### src/inc/power_event_pkg.sv
// constants for the supply event flags and interrupt logic
package power_event_pkg;
    // ------------------------------------------------
    // register offsets
    // ------------------------------------------------
    localparam logic [7:0] STATUS_OFS  = 8'h00;
    localparam logic [7:0] CONTROL_OFS = 8'h01;
    localparam logic [7:0] MODE_OFS    = 8'h02;
    localparam logic [7:0] NVCFG_OFS   = 8'h03;
    localparam logic [7:0] STATE_OFS   = 8'h04;
    // ------------------------------------------------
    // field positions
    // ------------------------------------------------
    localparam int POWERUP_BIT = 0;
    localparam int SUPPLY_LOW_BIT = 1;
    localparam int SWITCHOVER_BIT = 2;
    localparam logic [1:0] DIRECT_SWITCH_MODE = 2'h1;
    localparam logic [1:0] LEVEL_SWITCH_MODE  = 2'h2;
    // ------------------------------------------------
    // reset values
    // ------------------------------------------------
    localparam logic [2:0] FLAGS_RST   = 3'h0;
    localparam logic [2:0] ENABLES_RST = 3'h0;
    localparam logic [1:0] MODE_RST    = 2'h0;
    localparam logic [1:0] NVCFG_RST   = 2'h0;
    // ------------------------------------------------
    // timing
    // ------------------------------------------------
    localparam logic [31:0] CLK_KHZ        = 32'd200000;
    localparam logic [31:0] TICK_MS        = 32'd1000;
    localparam logic [31:0] START_MS       = 32'd100;
    localparam logic [31:0] POR_HIZ_MS     = 32'd6;
    localparam logic [31:0] DEB_SHORT_MS   = 32'd1;
    localparam logic [31:0] DEB_LONG_MS    = 32'd1000;
    localparam logic [31:0] CLK_DELAY_MS   = 32'd1;
    localparam logic [31:0] TICK_CYC      = TICK_MS * CLK_KHZ;
    localparam logic [31:0] START_CYC     = START_MS * CLK_KHZ;
    localparam logic [31:0] POR_HIZ_CYC   = POR_HIZ_MS * CLK_KHZ;
    localparam logic [31:0] DEB_SHORT_CYC = DEB_SHORT_MS * CLK_KHZ;
    localparam logic [31:0] DEB_LONG_CYC  = DEB_LONG_MS * CLK_KHZ;
    localparam logic [31:0] CLK_DELAY_CYC = CLK_DELAY_MS * CLK_KHZ;
    // ------------------------------------------------
    // clock output states
    // ------------------------------------------------
    typedef enum logic [1:0] {
        CK_HIZ = 2'b00,
        CK_LOW = 2'b01,
        CK_WAIT = 2'b10,
        CK_RUN = 2'b11
    } clk_state_t;
endpackage

### src/hdl/power_event_interrupts.sv
// supply event flags, interrupt output, bus gate and clock output control
`timescale 1ns/10ps
`default_nettype none
// Operation
// - switchover event only in modes 01/10
// - switchover sets flag, enabled raises interrupt
// - return debounce 1 ms, or 1000 ms if low
// - bus access only after main and debounce
// - power-up sets flag; enabled drives interrupt low
// - powerup flag holds until software clears
// - powerup flag interrupt follows its enable
// - powerup flag clears when supply collapses
// - powerup and low enables loaded from nonvolatile after start-up
// - clock pin hi-z, then low, then enabled
// - supply level sampled on 1 Hz tick
// - low supply stops compensation, clock, bus
// - sampled drop sets low flag; enabled raises interrupt
// - low flag holds until software writes zero
// - low enable kept in nonvolatile, mirrored
// - flag within 1 s; clock back within 1 s plus 1 ms delay
// - low flag interrupt follows its enable
// - low flag unreachable while bus disabled
// - power-up clears low flag
// - fast swings set no flag, clock immediate
module power_event_interrupts
    import power_event_pkg::*;
#(
    parameter logic [31:0] TICK_CYCLES  = power_event_pkg::TICK_CYC,
    parameter logic [31:0] START_CYCLES = power_event_pkg::START_CYC,
    parameter logic [31:0] HIZ_CYCLES   = power_event_pkg::POR_HIZ_CYC,
    parameter logic [31:0] DEB_S_CYCLES = power_event_pkg::DEB_SHORT_CYC,
    parameter logic [31:0] DEB_L_CYCLES = power_event_pkg::DEB_LONG_CYC,
    parameter logic [31:0] DLY_CYCLES   = power_event_pkg::CLK_DELAY_CYC
)(
    input  wire logic       i_core_clk,
    input  wire logic       i_rst,
    input  wire logic       i_backup_supply_state,
    input  wire logic       i_below_powerup_threshold,
    input  wire logic       i_below_supply_low_threshold,
    input  wire logic       i_clk_src,
    input  wire logic [7:0] i_addr,
    input  wire logic [7:0] i_wdata,
    input  wire logic       i_wr,
    input  wire logic       i_rd,
    output logic      [7:0] o_rdata,
    output logic            o_irq_n,
    output logic            o_clock_out_pin,
    output logic            o_clock_out_oe,
    output logic            o_temp_comp_en,
    output logic            o_bus_enabled
);
    import power_event_pkg::*;

    // ------------------------------------------------
    // pin synchronisers and edges
    // ------------------------------------------------
    logic [2:0] sync1_q;
    logic [2:0] sync2_q;
    logic [1:0] prev_q;
    logic       backup_s;
    logic       below_por_s;
    logic       below_low_s;
    logic       por_evt;
    logic       backup_rise;
    logic       backup_fall;

    always_ff @(posedge i_core_clk or posedge i_rst)
    begin
        if (i_rst)
        begin
            sync1_q <= 3'h0;
            sync2_q <= 3'h0;
            prev_q  <= 2'h0;
        end
        else
        begin
            sync1_q <= {i_below_supply_low_threshold,
                        i_below_powerup_threshold,
                        i_backup_supply_state};
            sync2_q <= sync1_q;
            prev_q  <= sync2_q[1:0];
        end
    end

    assign backup_s    = sync2_q[0];
    assign below_por_s = sync2_q[1];
    assign below_low_s = sync2_q[2];
    assign por_evt     = prev_q[1] & ~below_por_s;
    assign backup_rise = backup_s & ~prev_q[0];
    assign backup_fall = ~backup_s & prev_q[0];

    // ------------------------------------------------
    // 1 Hz tick
    // ------------------------------------------------
    logic [31:0] tick_cnt_q;
    logic        tick;

    assign tick = (tick_cnt_q == TICK_CYCLES - 32'h1);

    always_ff @(posedge i_core_clk or posedge i_rst)
    begin
        if (i_rst)
            tick_cnt_q <= 32'h0;
        else if (tick)
            tick_cnt_q <= 32'h0;
        else
            tick_cnt_q <= tick_cnt_q + 32'h1;
    end

    // ------------------------------------------------
    // sampled supply level
    // ------------------------------------------------
    logic low_q;
    logic low_evt;

    // a collapse past the power-up level skips the sample
    assign low_evt = tick & below_low_s & ~below_por_s;

    always_ff @(posedge i_core_clk or posedge i_rst)
    begin
        if (i_rst)
            low_q <= 1'b0;
        else if (below_por_s | por_evt)
            low_q <= 1'b0;
        else if (tick)
            low_q <= below_low_s;
    end

    // compensation stops at once; only the flag and clock wait for a tick
    assign o_temp_comp_en = ~below_low_s & ~below_por_s;

    // ------------------------------------------------
    // return debounce
    // ------------------------------------------------
    logic [31:0] deb_cnt_q;
    logic        deb_busy_q;
    logic [31:0] deb_lim;
    logic        bus_ok;
    logic [2:0]  flags_q;

    assign deb_lim = flags_q[SUPPLY_LOW_BIT] ? DEB_L_CYCLES
                                             : DEB_S_CYCLES;

    always_ff @(posedge i_core_clk or posedge i_rst)
    begin
        if (i_rst)
        begin
            deb_busy_q <= 1'b0;
            deb_cnt_q  <= 32'h0;
        end
        else if (backup_fall)
        begin
            deb_busy_q <= 1'b1;
            deb_cnt_q  <= 32'h0;
        end
        else if (deb_busy_q)
        begin
            if (deb_cnt_q >= deb_lim - 32'h1)
                deb_busy_q <= 1'b0;
            deb_cnt_q <= deb_cnt_q + 32'h1;
        end
    end

    assign bus_ok = ~backup_s & ~deb_busy_q & ~backup_fall
                  & ~below_por_s & ~low_q & ~below_low_s;
    assign o_bus_enabled = bus_ok;

    // ------------------------------------------------
    // start-up load of enable mirrors
    // ------------------------------------------------
    logic [31:0] start_cnt_q;
    logic        start_busy_q;
    logic        start_done;

    assign start_done = start_busy_q
                      & (start_cnt_q == START_CYCLES - 32'h1);

    always_ff @(posedge i_core_clk or posedge i_rst)
    begin
        if (i_rst)
        begin
            start_busy_q <= 1'b0;
            start_cnt_q  <= 32'h0;
        end
        else if (por_evt)
        begin
            start_busy_q <= 1'b1;
            start_cnt_q  <= 32'h0;
        end
        else if (start_done)
            start_busy_q <= 1'b0;
        else if (start_busy_q)
            start_cnt_q <= start_cnt_q + 32'h1;
    end

    // ------------------------------------------------
    // register writes
    // ------------------------------------------------
    logic       wr_ok;
    logic [2:0] flags_d;
    logic [2:0] flag_set;
    logic [2:0] flag_clr;
    logic [2:0] enables_q;
    logic [1:0] mode_q;
    logic [1:0] nvcfg_q;
    logic       mode_ok;

    assign wr_ok   = i_wr & bus_ok;
    assign mode_ok = (mode_q == DIRECT_SWITCH_MODE)
                   | (mode_q == LEVEL_SWITCH_MODE);

    assign flag_set[POWERUP_BIT]    = por_evt;
    assign flag_set[SUPPLY_LOW_BIT] = low_evt;
    assign flag_set[SWITCHOVER_BIT] = backup_rise & mode_ok;

    // writing a zero clears a flag; writing a one leaves it alone
    assign flag_clr = (wr_ok && i_addr == STATUS_OFS)
                    ? ~i_wdata[2:0] : 3'h0;

    always_comb
    begin
        // an event in the clearing cycle still sets the flag
        flags_d = flag_set | (flags_q & ~flag_clr);
        if (below_por_s)
            flags_d[POWERUP_BIT] = 1'b0;
        if (por_evt)
            flags_d[SUPPLY_LOW_BIT] = 1'b0;
    end

    always_ff @(posedge i_core_clk or posedge i_rst)
    begin
        if (i_rst)
            flags_q <= FLAGS_RST;
        else
            flags_q <= flags_d;
    end

    always_ff @(posedge i_core_clk or posedge i_rst)
    begin
        if (i_rst)
            enables_q <= ENABLES_RST;
        else if (por_evt)
            enables_q <= ENABLES_RST;
        else if (start_done)
        begin
            enables_q[POWERUP_BIT]    <= nvcfg_q[POWERUP_BIT];
            enables_q[SUPPLY_LOW_BIT] <= nvcfg_q[SUPPLY_LOW_BIT];
        end
        else if (wr_ok && i_addr == CONTROL_OFS)
            enables_q <= i_wdata[2:0];
    end

    always_ff @(posedge i_core_clk or posedge i_rst)
    begin
        if (i_rst)
            mode_q <= MODE_RST;
        else if (wr_ok && i_addr == MODE_OFS)
            mode_q <= i_wdata[1:0];
    end

    // nonvolatile byte survives power-up events, only i_rst clears it
    always_ff @(posedge i_core_clk or posedge i_rst)
    begin
        if (i_rst)
            nvcfg_q <= NVCFG_RST;
        else if (wr_ok && i_addr == NVCFG_OFS)
            nvcfg_q <= i_wdata[1:0];
    end

    // ------------------------------------------------
    // register reads
    // ------------------------------------------------
    clk_state_t ck_q;

    always_ff @(posedge i_core_clk or posedge i_rst)
    begin
        if (i_rst)
            o_rdata <= 8'h00;
        else if (!(i_rd && bus_ok))
            o_rdata <= 8'h00;
        else
        begin
            case (i_addr)
                STATUS_OFS:  o_rdata <= {5'h00, flags_q};
                CONTROL_OFS: o_rdata <= {5'h00, enables_q};
                MODE_OFS:    o_rdata <= {6'h00, mode_q};
                NVCFG_OFS:   o_rdata <= {6'h00, nvcfg_q};
                STATE_OFS:   o_rdata <= {3'h0, start_busy_q, low_q,
                                         1'b0, ck_q};
                default:     o_rdata <= 8'h00;
            endcase
        end
    end

    // ------------------------------------------------
    // interrupt output
    // ------------------------------------------------
    always_ff @(posedge i_core_clk or posedge i_rst)
    begin
        if (i_rst)
            o_irq_n <= 1'b1;
        else
            o_irq_n <= ~|(flags_q & enables_q);
    end

    // ------------------------------------------------
    // clock output control
    // ------------------------------------------------
    logic [31:0] ck_cnt_q;
    logic        ck_off;

    // below the power-up level the pin drops without waiting a tick
    assign ck_off = low_q | below_por_s;

    always_ff @(posedge i_core_clk or posedge i_rst)
    begin
        if (i_rst)
        begin
            ck_q     <= CK_HIZ;
            ck_cnt_q <= 32'h0;
        end
        else if (por_evt)
        begin
            ck_q     <= CK_HIZ;
            ck_cnt_q <= 32'h0;
        end
        else
        begin
            case (ck_q)
                CK_HIZ:
                begin
                    ck_cnt_q <= ck_cnt_q + 32'h1;
                    if (ck_cnt_q == HIZ_CYCLES - 32'h1)
                    begin
                        ck_q     <= CK_LOW;
                        ck_cnt_q <= 32'h0;
                    end
                end
                CK_LOW:
                begin
                    if (ck_off)
                        ck_cnt_q <= 32'h0;
                    else if (ck_cnt_q == DLY_CYCLES - 32'h1)
                        ck_q <= CK_WAIT;
                    else
                        ck_cnt_q <= ck_cnt_q + 32'h1;
                end
                CK_WAIT:
                begin
                    // start on a low phase so no runt pulse escapes
                    if (ck_off)
                    begin
                        ck_q     <= CK_LOW;
                        ck_cnt_q <= 32'h0;
                    end
                    else if (!i_clk_src)
                        ck_q <= CK_RUN;
                end
                CK_RUN:
                begin
                    if (ck_off)
                    begin
                        ck_q     <= CK_LOW;
                        ck_cnt_q <= 32'h0;
                    end
                end
                default:
                begin
                    ck_q     <= CK_HIZ;
                    ck_cnt_q <= 32'h0;
                end
            endcase
        end
    end

    always_ff @(posedge i_core_clk or posedge i_rst)
    begin
        if (i_rst)
        begin
            o_clock_out_pin <= 1'b0;
            o_clock_out_oe  <= 1'b0;
        end
        else
        begin
            o_clock_out_pin <= (ck_q == CK_RUN) & ~ck_off & i_clk_src;
            o_clock_out_oe  <= (ck_q != CK_HIZ);
        end
    end
endmodule
`default_nettype wire

### config.mk
export PLATFORM = sky130hd
export DESIGN_NAME = power_event_interrupts
export DESIGN_NICKNAME = d
export VERILOG_FILES = /design/src/inc/power_event_pkg.sv /design/src/hdl/power_event_interrupts.sv
export SDC_FILE = /design/constraint.sdc
export NUM_CORES = 1
export LEC_CHECK = 0
export BUFFER_PORTS_ARGS = -buffer_cell sky130_fd_sc_hd__buf_4
export CAP_MARGIN = 15
export CORE_MARGIN = 5
export CORE_UTILIZATION = 35
export CTS_CLUSTER_SIZE = 28
export DETAILED_ROUTE_END_ITERATION = 12
export REMOVE_ABC_BUFFERS = 1
export SLEW_MARGIN = 10
export SYNTH_ARGS = -nofsm -noshare
export SYNTH_HDL_FRONTEND = slang
export SYNTH_SLANG_ARGS = --single-unit
### constraint.sdc
create_clock -name i_core_clk -period 10.6 [get_ports i_core_clk]
set_input_delay 0.53 -clock i_core_clk [delete_from_list [all_inputs] [get_ports i_core_clk]]
set_output_delay 0.53 -clock i_core_clk [all_outputs]
set_load 0.02 [all_outputs]
* Yosys cells after proc, flatten, opt, wreduce, memory -nomap -nowiden
Index checks and enable logic that the tools add are counted.
** Word-level totals
- Bits in registers :: 162
- Output and inout bits :: 13
** Operators by class
- Add/subtract/negate cells :: 5
- $lt $le $gt $ge :: 1
- Equal/unequal tests :: 21
- Muxes and demuxes :: 37
- Bitwise operators :: 32
- Reductions and logical operators :: 21
** Operators with widths (number)
- $mux W32 :: 11
- $add A32 B1 Y32 const B :: 4
- $pmux W32 S3 :: 1
- $eq A32 B18 Y1 const B :: 1
- $eq A32 B21 Y1 const B :: 1
- $eq A32 B25 Y1 const B :: 1
- $eq A32 B28 Y1 const B :: 1
- $ge A32 B32 Y1 :: 1
- $sub A28 B1 Y29 const B :: 1
- $mux W28 :: 1
- $pmux W5 S5 :: 1
- $and A1 B1 Y1 :: 16
- $eq A8 B2 Y1 const B :: 2
- $mux W2 :: 8
- $ne A3 B3 Y1 const B :: 4
- $reduce_bool A2 Y1 :: 6
- $mux W1 :: 10
- $mux W3 :: 3
- $eq A8 B1 Y1 const B :: 1
- $eq A8 B3 Y1 const B :: 1
- $logic_not A8 Y1 :: 1
- $ne A4 B4 Y1 const B :: 2
- $not A1 Y1 :: 8
- $pmux W2 S4 :: 1
- other kinds (17) :: 30

* Longest topological paths before layout
Gate-level depths: netlist (run 1).
- Depth in word-level cells :: 14
- Mapped depth :: 9
- Depth with buffers taken out :: 8

* Least setup slack after synthesis (run 1)
OpenSTA, ideal clock, no wires.
- Kind :: reg2reg
- From :: register sync2_q[1]
- To :: register mode_q[0]
- Library setup time :: 0.125 ns
- Arrival :: 2.427 ns
- Required time :: 10.475 ns
- Path slack :: 8.049 ns
- Cell stages (with the launch flop) :: 7
- Cell sequence :: dfrtp_1 > clkbuf_1 > or4_1 > nor3_1 > nand3_1 > nor3_1 > mux2_2
** Between the ends
- Longest elaborated chain between the ends :: 6
** Ends and longest elaborated chain
- start: declaration :: line power_event_interrupts.sv:58 : logic [2:0] sync2_q;
- start signal: assignment :: line power_event_interrupts.sv:80 : sync2_q <= sync1_q;
- $not A1 Y1 :: line power_event_interrupts.sv:165 : & ~below_por_s & ~low_q & ~below_low_s;
- $and A1 B1 Y1 (3 in a row) :: line power_event_interrupts.sv:165
- named net o_bus_enabled :: line power_event_interrupts.sv:50 : output logic o_bus_enabled
- $and A1 B1 Y1 :: line power_event_interrupts.sv:208 : assign wr_ok = i_wr & bus_ok;
- $logic_and A1 B1 Y1 :: line power_event_interrupts.sv:257 : else if (wr_ok && i_addr == MODE_OFS)
- end signal: assignment :: line power_event_interrupts.sv:258 : mode_q <= i_wdata[1:0];
- end: declaration :: line power_event_interrupts.sv:204 : logic [1:0] mode_q;
The timed path passes the listed nets, and every way through them passes these cells.
A chain may end at the register's enable or synchronous reset.

* Worst setup path after layout (run 1)
- From :: register ck_cnt_q[21]
- To :: register ck_cnt_q[3]
** Between the ends
- Longest elaborated chain between the ends :: 4
** Ends and longest elaborated chain
- start: declaration :: line power_event_interrupts.sv:309 : logic [31:0] ck_cnt_q;
- start signal: assignment :: line power_event_interrupts.sv:332 : ck_cnt_q <= ck_cnt_q + 32'h1;
- start signal: assignment :: line power_event_interrupts.sv:346 : ck_cnt_q <= ck_cnt_q + 32'h1;
- $eq A32 B21 Y1 :: line power_event_interrupts.sv:333 : if (ck_cnt_q == HIZ_CYCLES - 32'h1)
- $mux W32 :: line power_event_interrupts.sv:333
- $pmux W32 S3 :: line power_event_interrupts.sv:329 : case (ck_q)
- $mux W32 :: line power_event_interrupts.sv:322 : else if (por_evt)
Several ways; a longest one is shown, not always the timed one.

==> results.md, run 1 <==
* Layout cell share with drive strength beyond 1 at 9.32%
* Yosys Warn Count at 0
* Initial DRT Pass Iterations at 5
* FILL cells at 2247
* Hold_buf cts at 0
* Routed vias/inst at 5.14
* Ys flop type: dfrtp_1
* Die Width at 164 µm
* # IOs at 37
* Overflow after GRT at 0
* Worst Hold Launch: i_below_supply_low_threshold
* Die area at 26800 µm²
* Asr flop ratio synth at 100%
* Post-CTS sizing at 0
* Core ar. at 23300 µm²
* PD cells at 155 nW/µm²
* Status: finished, final reports clean
* Crit path kind: flop to flop
* Avg Cell Area, Syn at 9.70 µm²
* RSZ-0062 raised after global routing: false
* CTS tree: yes
* CP top delay family: simple AND/OR/NAND/NOR gates
* Vias in the first global route at 6045
* Share of the synthesized area in the top cell type at 47.9%
* Cells after Synth at 851
* Clock Skew at 11.6 ps
* Most frequent cells after synthesis: 158 x dfrtp_1, 122 x nor2_1, 65 x nand2_1, 49 x xor2_1, 42 x nand3_1
* Pre-CTS setup slack at 7600 ps
* DR WL/cell at 14.4 µm
* Max Cap Viol at 0
* EDFF count, synth at 0
* Leak at 0.00406 µW
* Minimum clock period at 3040 ps
* Most common cell in the netlist: dfrtp_1
* Crit path required time at 10900 ps
* Peak VDD IR at 0.105 mV
* Worst hold path type: primary input to flop
* Deepest clock path buffer count at 2
* Gp weighted congestion at 0.788
* 1st-iter DRT viols at 458
* Sequential-to-total area share from yosys stat at 48.2%
* Setup crit end kind: flop
* Largest cells by area after synthesis: dfrtp_1 48%, nor2_1 5.5%, xor2_1 5.2%, xnor2_1 4.4%, ha_1 3.5%
* Synth cell types at 60
* Number of diodes at 0
* DP Wirelength at 11700 µm
* Worst Setup SP: ck_cnt_q[21]$_DFFE_PP0P_
* Die height at 164 µm
* DR vias at 6215
* CTS buffer count at 17
* Slew @ Worst Pin at 1060 ps
* Largest net degree at the start of global routing at 112
* CP cell instances: or4_1 > nor4_1 > and4_1 > a31o_2 > nor2_1 > a221o_1
* Max transition margin at 28.9%
* Post-synth top area cell: dfrtp_1
* Detailed Route WL at 17400 µm
* Critical Path Start Type: flop
* Slew Viols, Final at 0
* Buffers on Ports at 28
* Setup ws final at 7560 ps
* Cell Area, Synth at 8250 µm²
* Hold Vio Cnt, Final at 0
* Cell Rows at 56
* First-pass GRT wire length at 30200 µm
* CP Data Arrival Time at 3340 ps
* Largest stage delay on the critical path at 570 ps
* Flops & latches, synth at 159
* Nets@finish at 925
* Min Hold Slack at 216 ps
* Post-CTS Repair Setup Buffers at 0
* ANT nets after route at 0
* Reg clk slew, reported paths at 60 ps
* CTS root buf: clkbuf_16
* Slowest cell on the critical path: a31o_2
* Initial antenna violation count at 0
* Clock latency on the worst-skew pair at 420 ps
* Maximum clock rate at 329 MHz
* Final TNS setup at 0 ps
* R2r startpoint: ck_cnt_q[21]$_DFFE_PP0P_
* # DRC at 0
* Area Overhead vs Synth at 13.9%
* # H-tree levels at 4
* Final setup vio count at 0
* Initial Util at 35.4%
* Critical-path maximum fanout at 27
* Post-route clock period utilization at 28.7%
* Buf/Inv on CP at 0
* All-Layer GR Usage at 13.6%
* CTS Sinks at 159
area by class of cell:
cell class | instances | area [µm²] | area share [%]
timing repair buffer | 32 | 240 | 2.55
clock buffer | 23 | 488 | 5.19
tap | 319 | 399 | 4.24
sequential | 159 | 3980 | 42.3
clock inverter | 9 | 130 | 1.38
multi-input combinational | 653 | 4110 | 43.7
inverter | 15 | 61.3 | 0.652
routing by layer:
metal	track usage, %	up-vias	share of wire (%)
li1	-	3101	-
met5	0	-	0
met1	19.0	3033	49
met3	2.95	17	2.4
met2	21.8	64	47
met4	3.09	0	1.2
where the power goes:
part | internal [µW] | switching [µW] | leakage [µW]
logic | 56.9 | 101 | 0.00161
clock network | 396 | 244 | 0.000304
registers | 630 | 25.1 | 0.00215
total | 1080 | 370 | 0.00406
state kept, by name (all words and copies together), names as in the netlist, 3 cells and up:
signal,cells
sync1_q,3
enables_q,3
tick_cnt_q,32
flags_q,3
sync2_q,3
deb_cnt_q,32
start_cnt_q,32
o_rdata,5
ck_cnt_q,32
placed cells by master, fill, tap and decap left out, drive strengths merged, types with 4 or more instances in the layout:
master	count
xor2	49
a2bb2oi	5
nor4	24
buf	32
nand2	65
or4	9
and2	5
nand3	42
ha	23
nor4b	5
dfrtp	158
a21o	10
o31ai	5
nor3	26
xnor2	41
nand4	37
nor2	123
o21ai	37
nor2b	9
clkbuf	23
mux2	4
a21oi	22
conb	4
a31oi	4
or3	11
mux2i	10
inv	17
and4	12
a22o	11
and3	26
final timing paths:
kind | end | slack [ps] | cells past startpoint
min in group asynchronous | o_rdata[3]$_DFF_PP0_ | 320 | 2
max in group asynchronous | deb_cnt_q[7]$_DFFE_PP0P_ | 9040 | 3
max reg2reg | ck_cnt_q[3]$_DFFE_PP0P_ | 7560 | 6
min | sync1_q[2]$_DFF_PP0_ | 220 | 1
min reg2reg | sync2_q[1]$_DFF_PP0_ | 350 | 0
max | ck_cnt_q[3]$_DFFE_PP0P_ | 7560 | 6
kinds of logic after synthesis:
logic type,Yosys count,share of synthesized area (%)
AO/OA/AOI/OAI,113,9.08
other,1,0.0454
adder cells (fa/ha/maj),23,3.49
buffers and inverters,42,2.23
flip-flops,159,48.2
XOR/XNOR,90,9.55
AND/OR/NAND/NOR,409,25.6
multiplexers,14,1.76
per-stage QoR:
step | power (µW) | util, % | cell area (µm²) | std cells
6_report | 1450 | 40.3 | 9400 | 1210
5_1_grt | 1520 | 40.3 | 9400 | 1210
4_1_cts | 1470 | 40.3 | 9400 | 1210
3_5_place_dp | 825 | 37.7 | 8790 | 1178
3_3_place_gp | 823 | 37.7 | 8790 | 1178
2_1_floorplan | 771 | - | 8140 | 827
(Power assumes the default switching activity.)
==> run 2: changes to the inputs <==
==> constraint.sdc (replaced) <==
create_clock -name i_core_clk -period 3 [get_ports i_core_clk]
set_input_delay 0.15 -clock i_core_clk [delete_from_list [all_inputs] [get_ports i_core_clk]]
set_output_delay 0.15 -clock i_core_clk [all_outputs]
set_load 0.02 [all_outputs]
==> run 2 against run 1 <==
Against the previous run:
- clock power rose to 3.5 times the previous value
- global-route usage increased by 0.071 points
- via count rose by 2.2%
- critical path depth grew 1
- critical endpoint is now ck_cnt_q[31]$_DFFE_PP0P_
- highest routed layer unchanged
==> results.md, run 2 (same netlist as run 1, synthesis figures left out) <==
* Detailed Route WL at 17600 µm (was 17400 µm)
* Crit path required time at 3310 ps (was 10900 ps)
* Hold Vio Cnt, Final at 0 (unchanged)
* # IOs at 37 (unchanged)
* CTS buffer count at 17 (unchanged)
* Worst Hold Path Cells at 2 (was 1)
* End of the worst hold path: o_clock_out_pin$_DFF_PP0_ (was sync1_q[2]$_DFF_PP0_)
* Crit path kind: flop to flop (unchanged)
* Post-route clock period utilization at 87.0% (was 28.7%)
* ANT nets after route at 0 (unchanged)
* R2r startpoint: ck_cnt_q[21]$_DFFE_PP0P_ (unchanged)
* Worst hold path type: primary input to flop (unchanged)
* Max Cap Viol at 0 (unchanged)
* Minimum clock period at 2610 ps (was 3040 ps)
* CP cell instances: or4_1 > nor4_1 > and4_1 > a31o_2 > buf_4 > o21ai_0 > a22o_1 (was or4_1 > nor4_1 > and4_1 > a31o_2 > nor2_1 > a221o_1)
* Slowest cell on the critical path: or4_1 (was a31o_2)
* Largest net degree at the start of global routing at 75 (was 112)
* CTS Sinks at 159 (unchanged)
* CTS tree: yes (unchanged)
* Vias in the first global route at 6123 (was 6045)
* Commonest non-fill, non-tap cells in the layout: 158 x dfrtp_1, 121 x nor2_1, 65 x nand2_1 (unchanged)
* Die area at 26800 µm² (unchanged)
* PD cells at 533 nW/µm² (was 155 nW/µm²)
* Commonest non-fill, non-tap cell in the layout: dfrtp_1 (unchanged)
* Status: finished, final reports clean (unchanged)
* Overflow after GRT at 0 (unchanged)
* Leak at 0.00416 µW (was 0.00406 µW)
* Peak VDD IR at 0.357 mV (was 0.105 mV)
* DP Wirelength at 12200 µm (was 11700 µm)
* Clock latency on the worst-skew pair at 420 ps (about the same)
* # H-tree levels at 4 (unchanged)
* Min Hold Slack at 85.1 ps (was 216 ps)
* # DRC at 0 (unchanged)
* Maximum clock rate at 383 MHz (was 329 MHz)
* Area Overhead vs Synth at 16.1% (was 13.9%)
* Deepest clock path buffer count at 2 (unchanged)
* First-pass GRT wire length at 30300 µm (was 30200 µm)
* Core ar. at 23300 µm² (unchanged)
* Gp weighted congestion at 0.782 (was 0.788)
* Routed vias/inst at 5.16 (was 5.14)
* Cells on worst reg2reg path at 7 (was 6)
* Cell Rows at 56 (unchanged)
* Number of diodes at 0 (unchanged)
* FF-to-FF setup slack at 390 ps (was 7560 ps)
* Clock Skew at 10.2 ps (was 11.6 ps)
* Worst Hold Launch: i_clk_src (was i_below_supply_low_threshold)
* Critical Path Start Type: flop (unchanged)
* Post-CTS Repair Setup Buffers at 0 (unchanged)
* Capturing point of the worst reg2reg path: ck_cnt_q[31]$_DFFE_PP0P_ (was ck_cnt_q[3]$_DFFE_PP0P_)
* Buf/Inv on CP at 1 (was 0)
* Largest stage delay on the critical path at 520 ps (was 570 ps)
* DR WL/cell at 14.2 µm (was 14.4 µm)
* Reg clk slew, reported paths at 60 ps (about the same)
* CTS root buf: clkbuf_16 (unchanged)
* Die height at 164 µm (unchanged)
* Initial Util at 35.4% (unchanged)
* Final TNS setup at 0 ps (unchanged)
* RSZ-0062 raised after global routing: false (unchanged)
* Critical-path maximum fanout at 17 (was 27)
* All-Layer GR Usage at 13.7% (was 13.6%)
* Max transition margin at 35.4% (was 28.9%)
* Initial DRT Pass Iterations at 5 (unchanged)
* Final setup vio count at 0 (unchanged)
* CP top delay family: simple AND/OR/NAND/NOR gates (unchanged)
* 1st-iter DRT viols at 341 (was 458)
* Slew @ Worst Pin at 965 ps (was 1060 ps)
* Slew Viols, Final at 0 (unchanged)
* Setup crit end kind: flop (unchanged)
* Nets@finish at 947 (was 925)
* Buffers on Ports at 28 (unchanged)
* FILL cells at 2240 (was 2247)
* Die Width at 164 µm (unchanged)
* Initial antenna violation count at 0 (unchanged)
* CP Data Arrival Time at 2920 ps (was 3340 ps)
* Layout cell share with drive strength beyond 1 at 10.5% (was 9.32%)
* DR vias at 6354 (was 6215)
* Final core occ at 41.1% (was 40.3%)
==> run 2: changes by cell type in the layout (fill, tap and decap cells not counted) <==
cell | before | now
clkinvlp_4 | 1 | 2
buf_12 | 0 | 1
clkinv_4 | 0 | 2
buf_4 | 32 | 45
inv_6 | 3 | 1
dlygate4sd3_1 | 0 | 8
clkbuf_8 | 4 | 2
clkbuf_1 | 2 | 3
==> run 2: per-layer routing <==
layer,GRT usage (%),share of wire [%]
met2,22.2,47
met4,3.28,1.0
met5,0,0
met3,2.88,3.2
met1,18.9,48
==> run 2: final cells by class <==
class	instances	area [µm²]	area share, %
multi-input cells	653	4110	42.8
inverters	15	61.3	0.640
repair buffers	54	438	4.57
clock inverters	10	138	1.44
clock buffers	22	464	4.84
flip-flops and latches	159	3980	41.5
well taps	319	399	4.16
==> run 2: report_power, final <==
group | total (µW) | switching, µW | leakage [µW] | internal (µW)
combinational | 591 | 365 | 0.00172 | 226
clock | 2210 | 854 | 0.000290 | 1350
sequential | 2310 | 89.0 | 0.00215 | 2230
==> run 2: what timing repair did <==
| item | 4_1_cts | 5_1_grt |
|---|---|---|
| hold endpoints to repair | 81 | 0 |
| hold buffers | 8 | 0 |
| resized for setup | 0 | 0 |
==> run 2: how the worst max path moves through the flow <==
stage / startpoint / slack (ps) / endpoint / cells after the start
2_1_floorplan: i_rst / -1440 / ck_cnt_q[0]$_DFFE_PP0P_ / 1
5_1_grt: ck_cnt_q[0]$_DFFE_PP0P_ / 190 / ck_cnt_q[3]$_DFFE_PP0P_ / 6
6_report: ck_cnt_q[21]$_DFFE_PP0P_ / 390 / ck_cnt_q[31]$_DFFE_PP0P_ / 7
3_5_place_dp: ck_cnt_q[19]$_DFFE_PP0P_ / 400 / ck_cnt_q[3]$_DFFE_PP0P_ / 6
4_1_cts: ck_cnt_q[21]$_DFFE_PP0P_ / 380 / ck_cnt_q[3]$_DFFE_PP0P_ / 6
3_3_place_gp: ck_cnt_q[21]$_DFFE_PP0P_ / 410 / ck_cnt_q[3]$_DFFE_PP0P_ / 6
==> run 2: per-stage QoR <==
| step | setup slack, ps | power, µW | cells | cell area, µm² |
|---|---|---|---|---|
| 3_3_place_gp | 406 | 2930 | 1192 | 8900 |
| 5_1_grt | 188 | 5350 | 1232 | 9590 |
| 3_5_place_dp | 403 | 2950 | 1192 | 8900 |
| 2_1_floorplan | -1440 | 2730 | 827 | 8140 |
| 4_1_cts | 383 | 5190 | 1232 | 9590 |
| 6_report | 391 | 5110 | 1232 | 9590 |
==> run 3: changes to the inputs <==
--- a/config.mk
+++ b/config.mk
@@ -8,9 +8,10 @@
 export BUFFER_PORTS_ARGS = -buffer_cell sky130_fd_sc_hd__buf_4
 export CAP_MARGIN = 15
 export CORE_MARGIN = 5
-export CORE_UTILIZATION = 35
+export CORE_UTILIZATION = 60
 export CTS_CLUSTER_SIZE = 28
 export DETAILED_ROUTE_END_ITERATION = 12
+export PLACE_DENSITY = 0.78
 export REMOVE_ABC_BUFFERS = 1
 export SLEW_MARGIN = 10
 export SYNTH_ARGS = -nofsm -noshare
==> constraint.sdc (replaced) <==
create_clock -name i_core_clk -period 2.7 [get_ports i_core_clk]
set_input_delay 0.135 -clock i_core_clk [delete_from_list [all_inputs] [get_ports i_core_clk]]
set_output_delay 0.135 -clock i_core_clk [all_outputs]
set_load 0.02 [all_outputs]
==> run 3 against run 2 <==
Against the previous run:
- hold slack got worse by 64 ps
- setup slack got worse by 270 ps
- sequential share of layout area rose by 0.24 points
- clock-buffer cell count fell by 1
- sequential power rose by 12%
- via count rose by 5.6%
- largest power group is now the clock network
- critical endpoint is now ck_cnt_q[29]$_DFFE_PP0P_
- largest cell class unchanged
- non-clock buffer count rose by 8
- first-iteration DRC count rose by 27%
- final cell count fell by 11%
==> results.md, run 3 (same netlist as run 1, synthesis figures left out) <==
* Die height at 127 µm (was 164 µm)
* Final setup vio count at 0 (unchanged)
* Leak at 0.00423 µW (was 0.00416 µW)
* Clock Skew at 4.94 ps (was 10.2 ps)
* Initial Util at 61.8% (was 35.4%)
* CTS buffer count at 17 (unchanged)
* Largest net degree at the start of global routing at 78 (was 75)
* Min Hold Slack at 21.3 ps (was 85.1 ps)
* Minimum clock period at 2580 ps (was 2610 ps)
* Commonest non-fill, non-tap cell in the layout: dfrtp_1 (unchanged)
* Crit path required time at 3010 ps (was 3310 ps)
* Gp weighted congestion at 0.916 (was 0.782)
* Most frequent CP cell: and4_1
* Max transition margin at 34.9% (was 35.4%)
* Peak VDD IR at 0.515 mV (was 0.357 mV)
* Nets@finish at 955 (was 947)
* Routed vias/inst at 6.12 (was 5.16)
* PD cells at 616 nW/µm² (was 533 nW/µm²)
* Clock power share at 44.3% (was 43.2%)
* Layout cell share with drive strength beyond 1 at 11.5% (was 10.5%)
* CP Data Arrival Time at 2890 ps (was 2920 ps)
* CTS tree: yes (unchanged)
* Hold Vio Cnt, Final at 0 (unchanged)
* Max Cap Viol at 0 (unchanged)
* Buf/Inv on CP at 1 (unchanged)
* # H-tree levels at 4 (unchanged)
* First-pass GRT wire length at 31200 µm (was 30300 µm)
* Combinational power share at 11.8% (was 11.6%)
* Deepest clock path buffer count at 2 (unchanged)
* Post-CTS Repair Setup Buffers at 0 (unchanged)
* Vias in the first global route at 6842 (was 6123)
* Detailed Route WL at 18200 µm (was 17600 µm)
* Slowest cell on the critical path: or4_1 (unchanged)
* Clock latency on the worst-skew pair at 420 ps (about the same)
* Maximum clock rate at 388 MHz (was 383 MHz)
* Final Non-Filler Cells at 1097 (was 1232)
* Register Area at 3980 µm² (unchanged)
* Largest stage delay on the critical path at 560 ps (was 520 ps)
* Initial antenna violation count at 1 (was 0)
* Crit path kind: flop to flop (unchanged)
* Status: finished, final reports clean (unchanged)
* Die Width at 127 µm (was 164 µm)
* Buffers on Ports at 28 (unchanged)
* # IOs at 37 (unchanged)
* Initial DRT Pass Iterations at 5 (unchanged)
* Cell Rows at 42 (was 56)
* Overflow after GRT at 0 (unchanged)
* Worst hold path type: primary input to flop (unchanged)
* RSZ-0062 raised after global routing: false (unchanged)
* DP Wirelength at 12500 µm (was 12200 µm)
* Commonest non-fill, non-tap cells in the layout: 158 x dfrtp_1, 121 x nor2_1, 65 x nand2_1 (unchanged)
* Post-route clock period utilization at 95.5% (was 87.0%)
* FILL cells at 999 (was 2240)
* Multi-input gate area in the final layout at 4110 µm² (about the same)
* P_int at 4430 µW (was 3800 µW)
* Slew @ Worst Pin at 973 ps (was 965 ps)
* Number of diodes at 0 (unchanged)
* Net Sw Frac at 24.6% (was 25.6%)
* # DRC at 0 (unchanged)
* ANT nets after route at 0 (unchanged)
* CP cell instances: or4_1 > nor4_1 > and4_1 > a31oi_1 > buf_4 > and4_1 > a21o_1 (was or4_1 > nor4_1 > and4_1 > a31o_2 > buf_4 > o21ai_0 > a22o_1)
* Die area at 16200 µm² (was 26800 µm²)
* Core ar. at 13300 µm² (was 23300 µm²)
* Critical Path Start Type: flop (unchanged)
* Placed Cells incl. Taps at 1057 (was 1192)
* Area Overhead vs Synth at 15.5% (was 16.1%)
* 1st-iter DRT viols at 432 (was 341)
* Setup crit end kind: flop (unchanged)
* Register share of total power at 43.9% (was 45.3%)
* CTS Sinks at 159 (unchanged)
* DR vias at 6713 (was 6354)
* P_sw at 1440 µW (was 1310 µW)
* CTS root buf: clkbuf_16 (unchanged)
* All-Layer GR Usage at 23.3% (was 13.7%)
* DR WL/cell at 16.6 µm (was 14.2 µm)
* Slew Viols, Final at 0 (unchanged)
* Critical-path maximum fanout at 8 (was 17)
* CP top delay family: simple AND/OR/NAND/NOR gates (unchanged)
* Reg clk slew, reported paths at 60 ps (about the same)
## run 3: changes by cell type in the layout (fill, tap and decap cells not counted)
cell and change:
buf_12 +1, bufinv_16 +2, clkbuf_1 -1, a31oi_1 -1
clkinv_4 -1, clkinvlp_4 -1, a31oi_2 +1, clkinv_2 +1
buf_4 +7
## run 3: path summary, 6_finish.rpt
check | slack (ps) | cells after the start | to | start
worst max-delay path | 120 | 7 | ck_cnt_q[29]$_DFFE_PP0P_ | ck_cnt_q[21]$_DFFE_PP0P_
worst min-delay path | 20 | 2 | o_clock_out_pin$_DFF_PP0_ | i_clk_src
worst max register to register | 120 | 7 | ck_cnt_q[29]$_DFFE_PP0P_ | ck_cnt_q[21]$_DFFE_PP0P_
worst min register to register | 370 | 0 | sync2_q[0]$_DFF_PP0_ | sync1_q[0]$_DFF_PP0_
max in group asynchronous | 1610 | 4 | ck_cnt_q[17]$_DFFE_PP0P_ | i_rst
min in group asynchronous | 390 | 3 | o_rdata[3]$_DFF_PP0_ | i_rst
## run 3: cell type report
| cell class | instances | share of cell area, % |
|---|---|---|
| sequential | 159 | 41.8 |
| inverter | 15 | 0.643 |
| clock inverter | 11 | 1.96 |
| multi-input combinational | 653 | 43.1 |
| tap | 176 | 2.31 |
| clock buffer | 21 | 4.83 |
| timing repair buffer | 62 | 5.36 |
## run 3: power by group through the flow
stage	registers [µW]	logic, µW	clock network (µW)
2_1_floorplan	2600	429	0
3_3_place_gp	2610	637	0
3_5_place_dp	2610	673	0
4_1_cts	2570	689	2640
5_1_grt	2590	768	2750
6_report	2580	694	2600
## run 3: through the flow
step	TNS (ps)	utilization (%)	power [µW]	setup WS (ps)	area, µm²
global placement	0	65.9	3240	275	8800
floorplan	-273080	-	3030	-1720	8140
detailed placement	0	65.9	3290	210	8800
finish	0	71.4	5870	123	9530
global route	0	71.4	6110	18.7	9530
CTS	0	71.4	5900	184	9520
## run 3: per-layer routing
layer,global-route usage (%),vias to the layer above,routed length [µm]
met5,0,-,13
met4,9.59,2,422
met3,6.34,45,919
met2,38.7,177,9140
met1,28.7,3336,7740
li1,-,3153,-
## run 3: worst reg2reg max path: stages, from the launching register on
cell and delay [ps]:
dfrtp_1 440, or4_1 560, nor4_1 250, and4_1 350, a31oi_1 280, buf_4 250, and4_1 180, a21o_1 150
## run 3: repair_timing
action	4_1_cts	5_1_grt
hold buffers	8	0
endpoints found under the setup margin	0	3
hold endpoints to repair	83	0
resized for setup	0	1
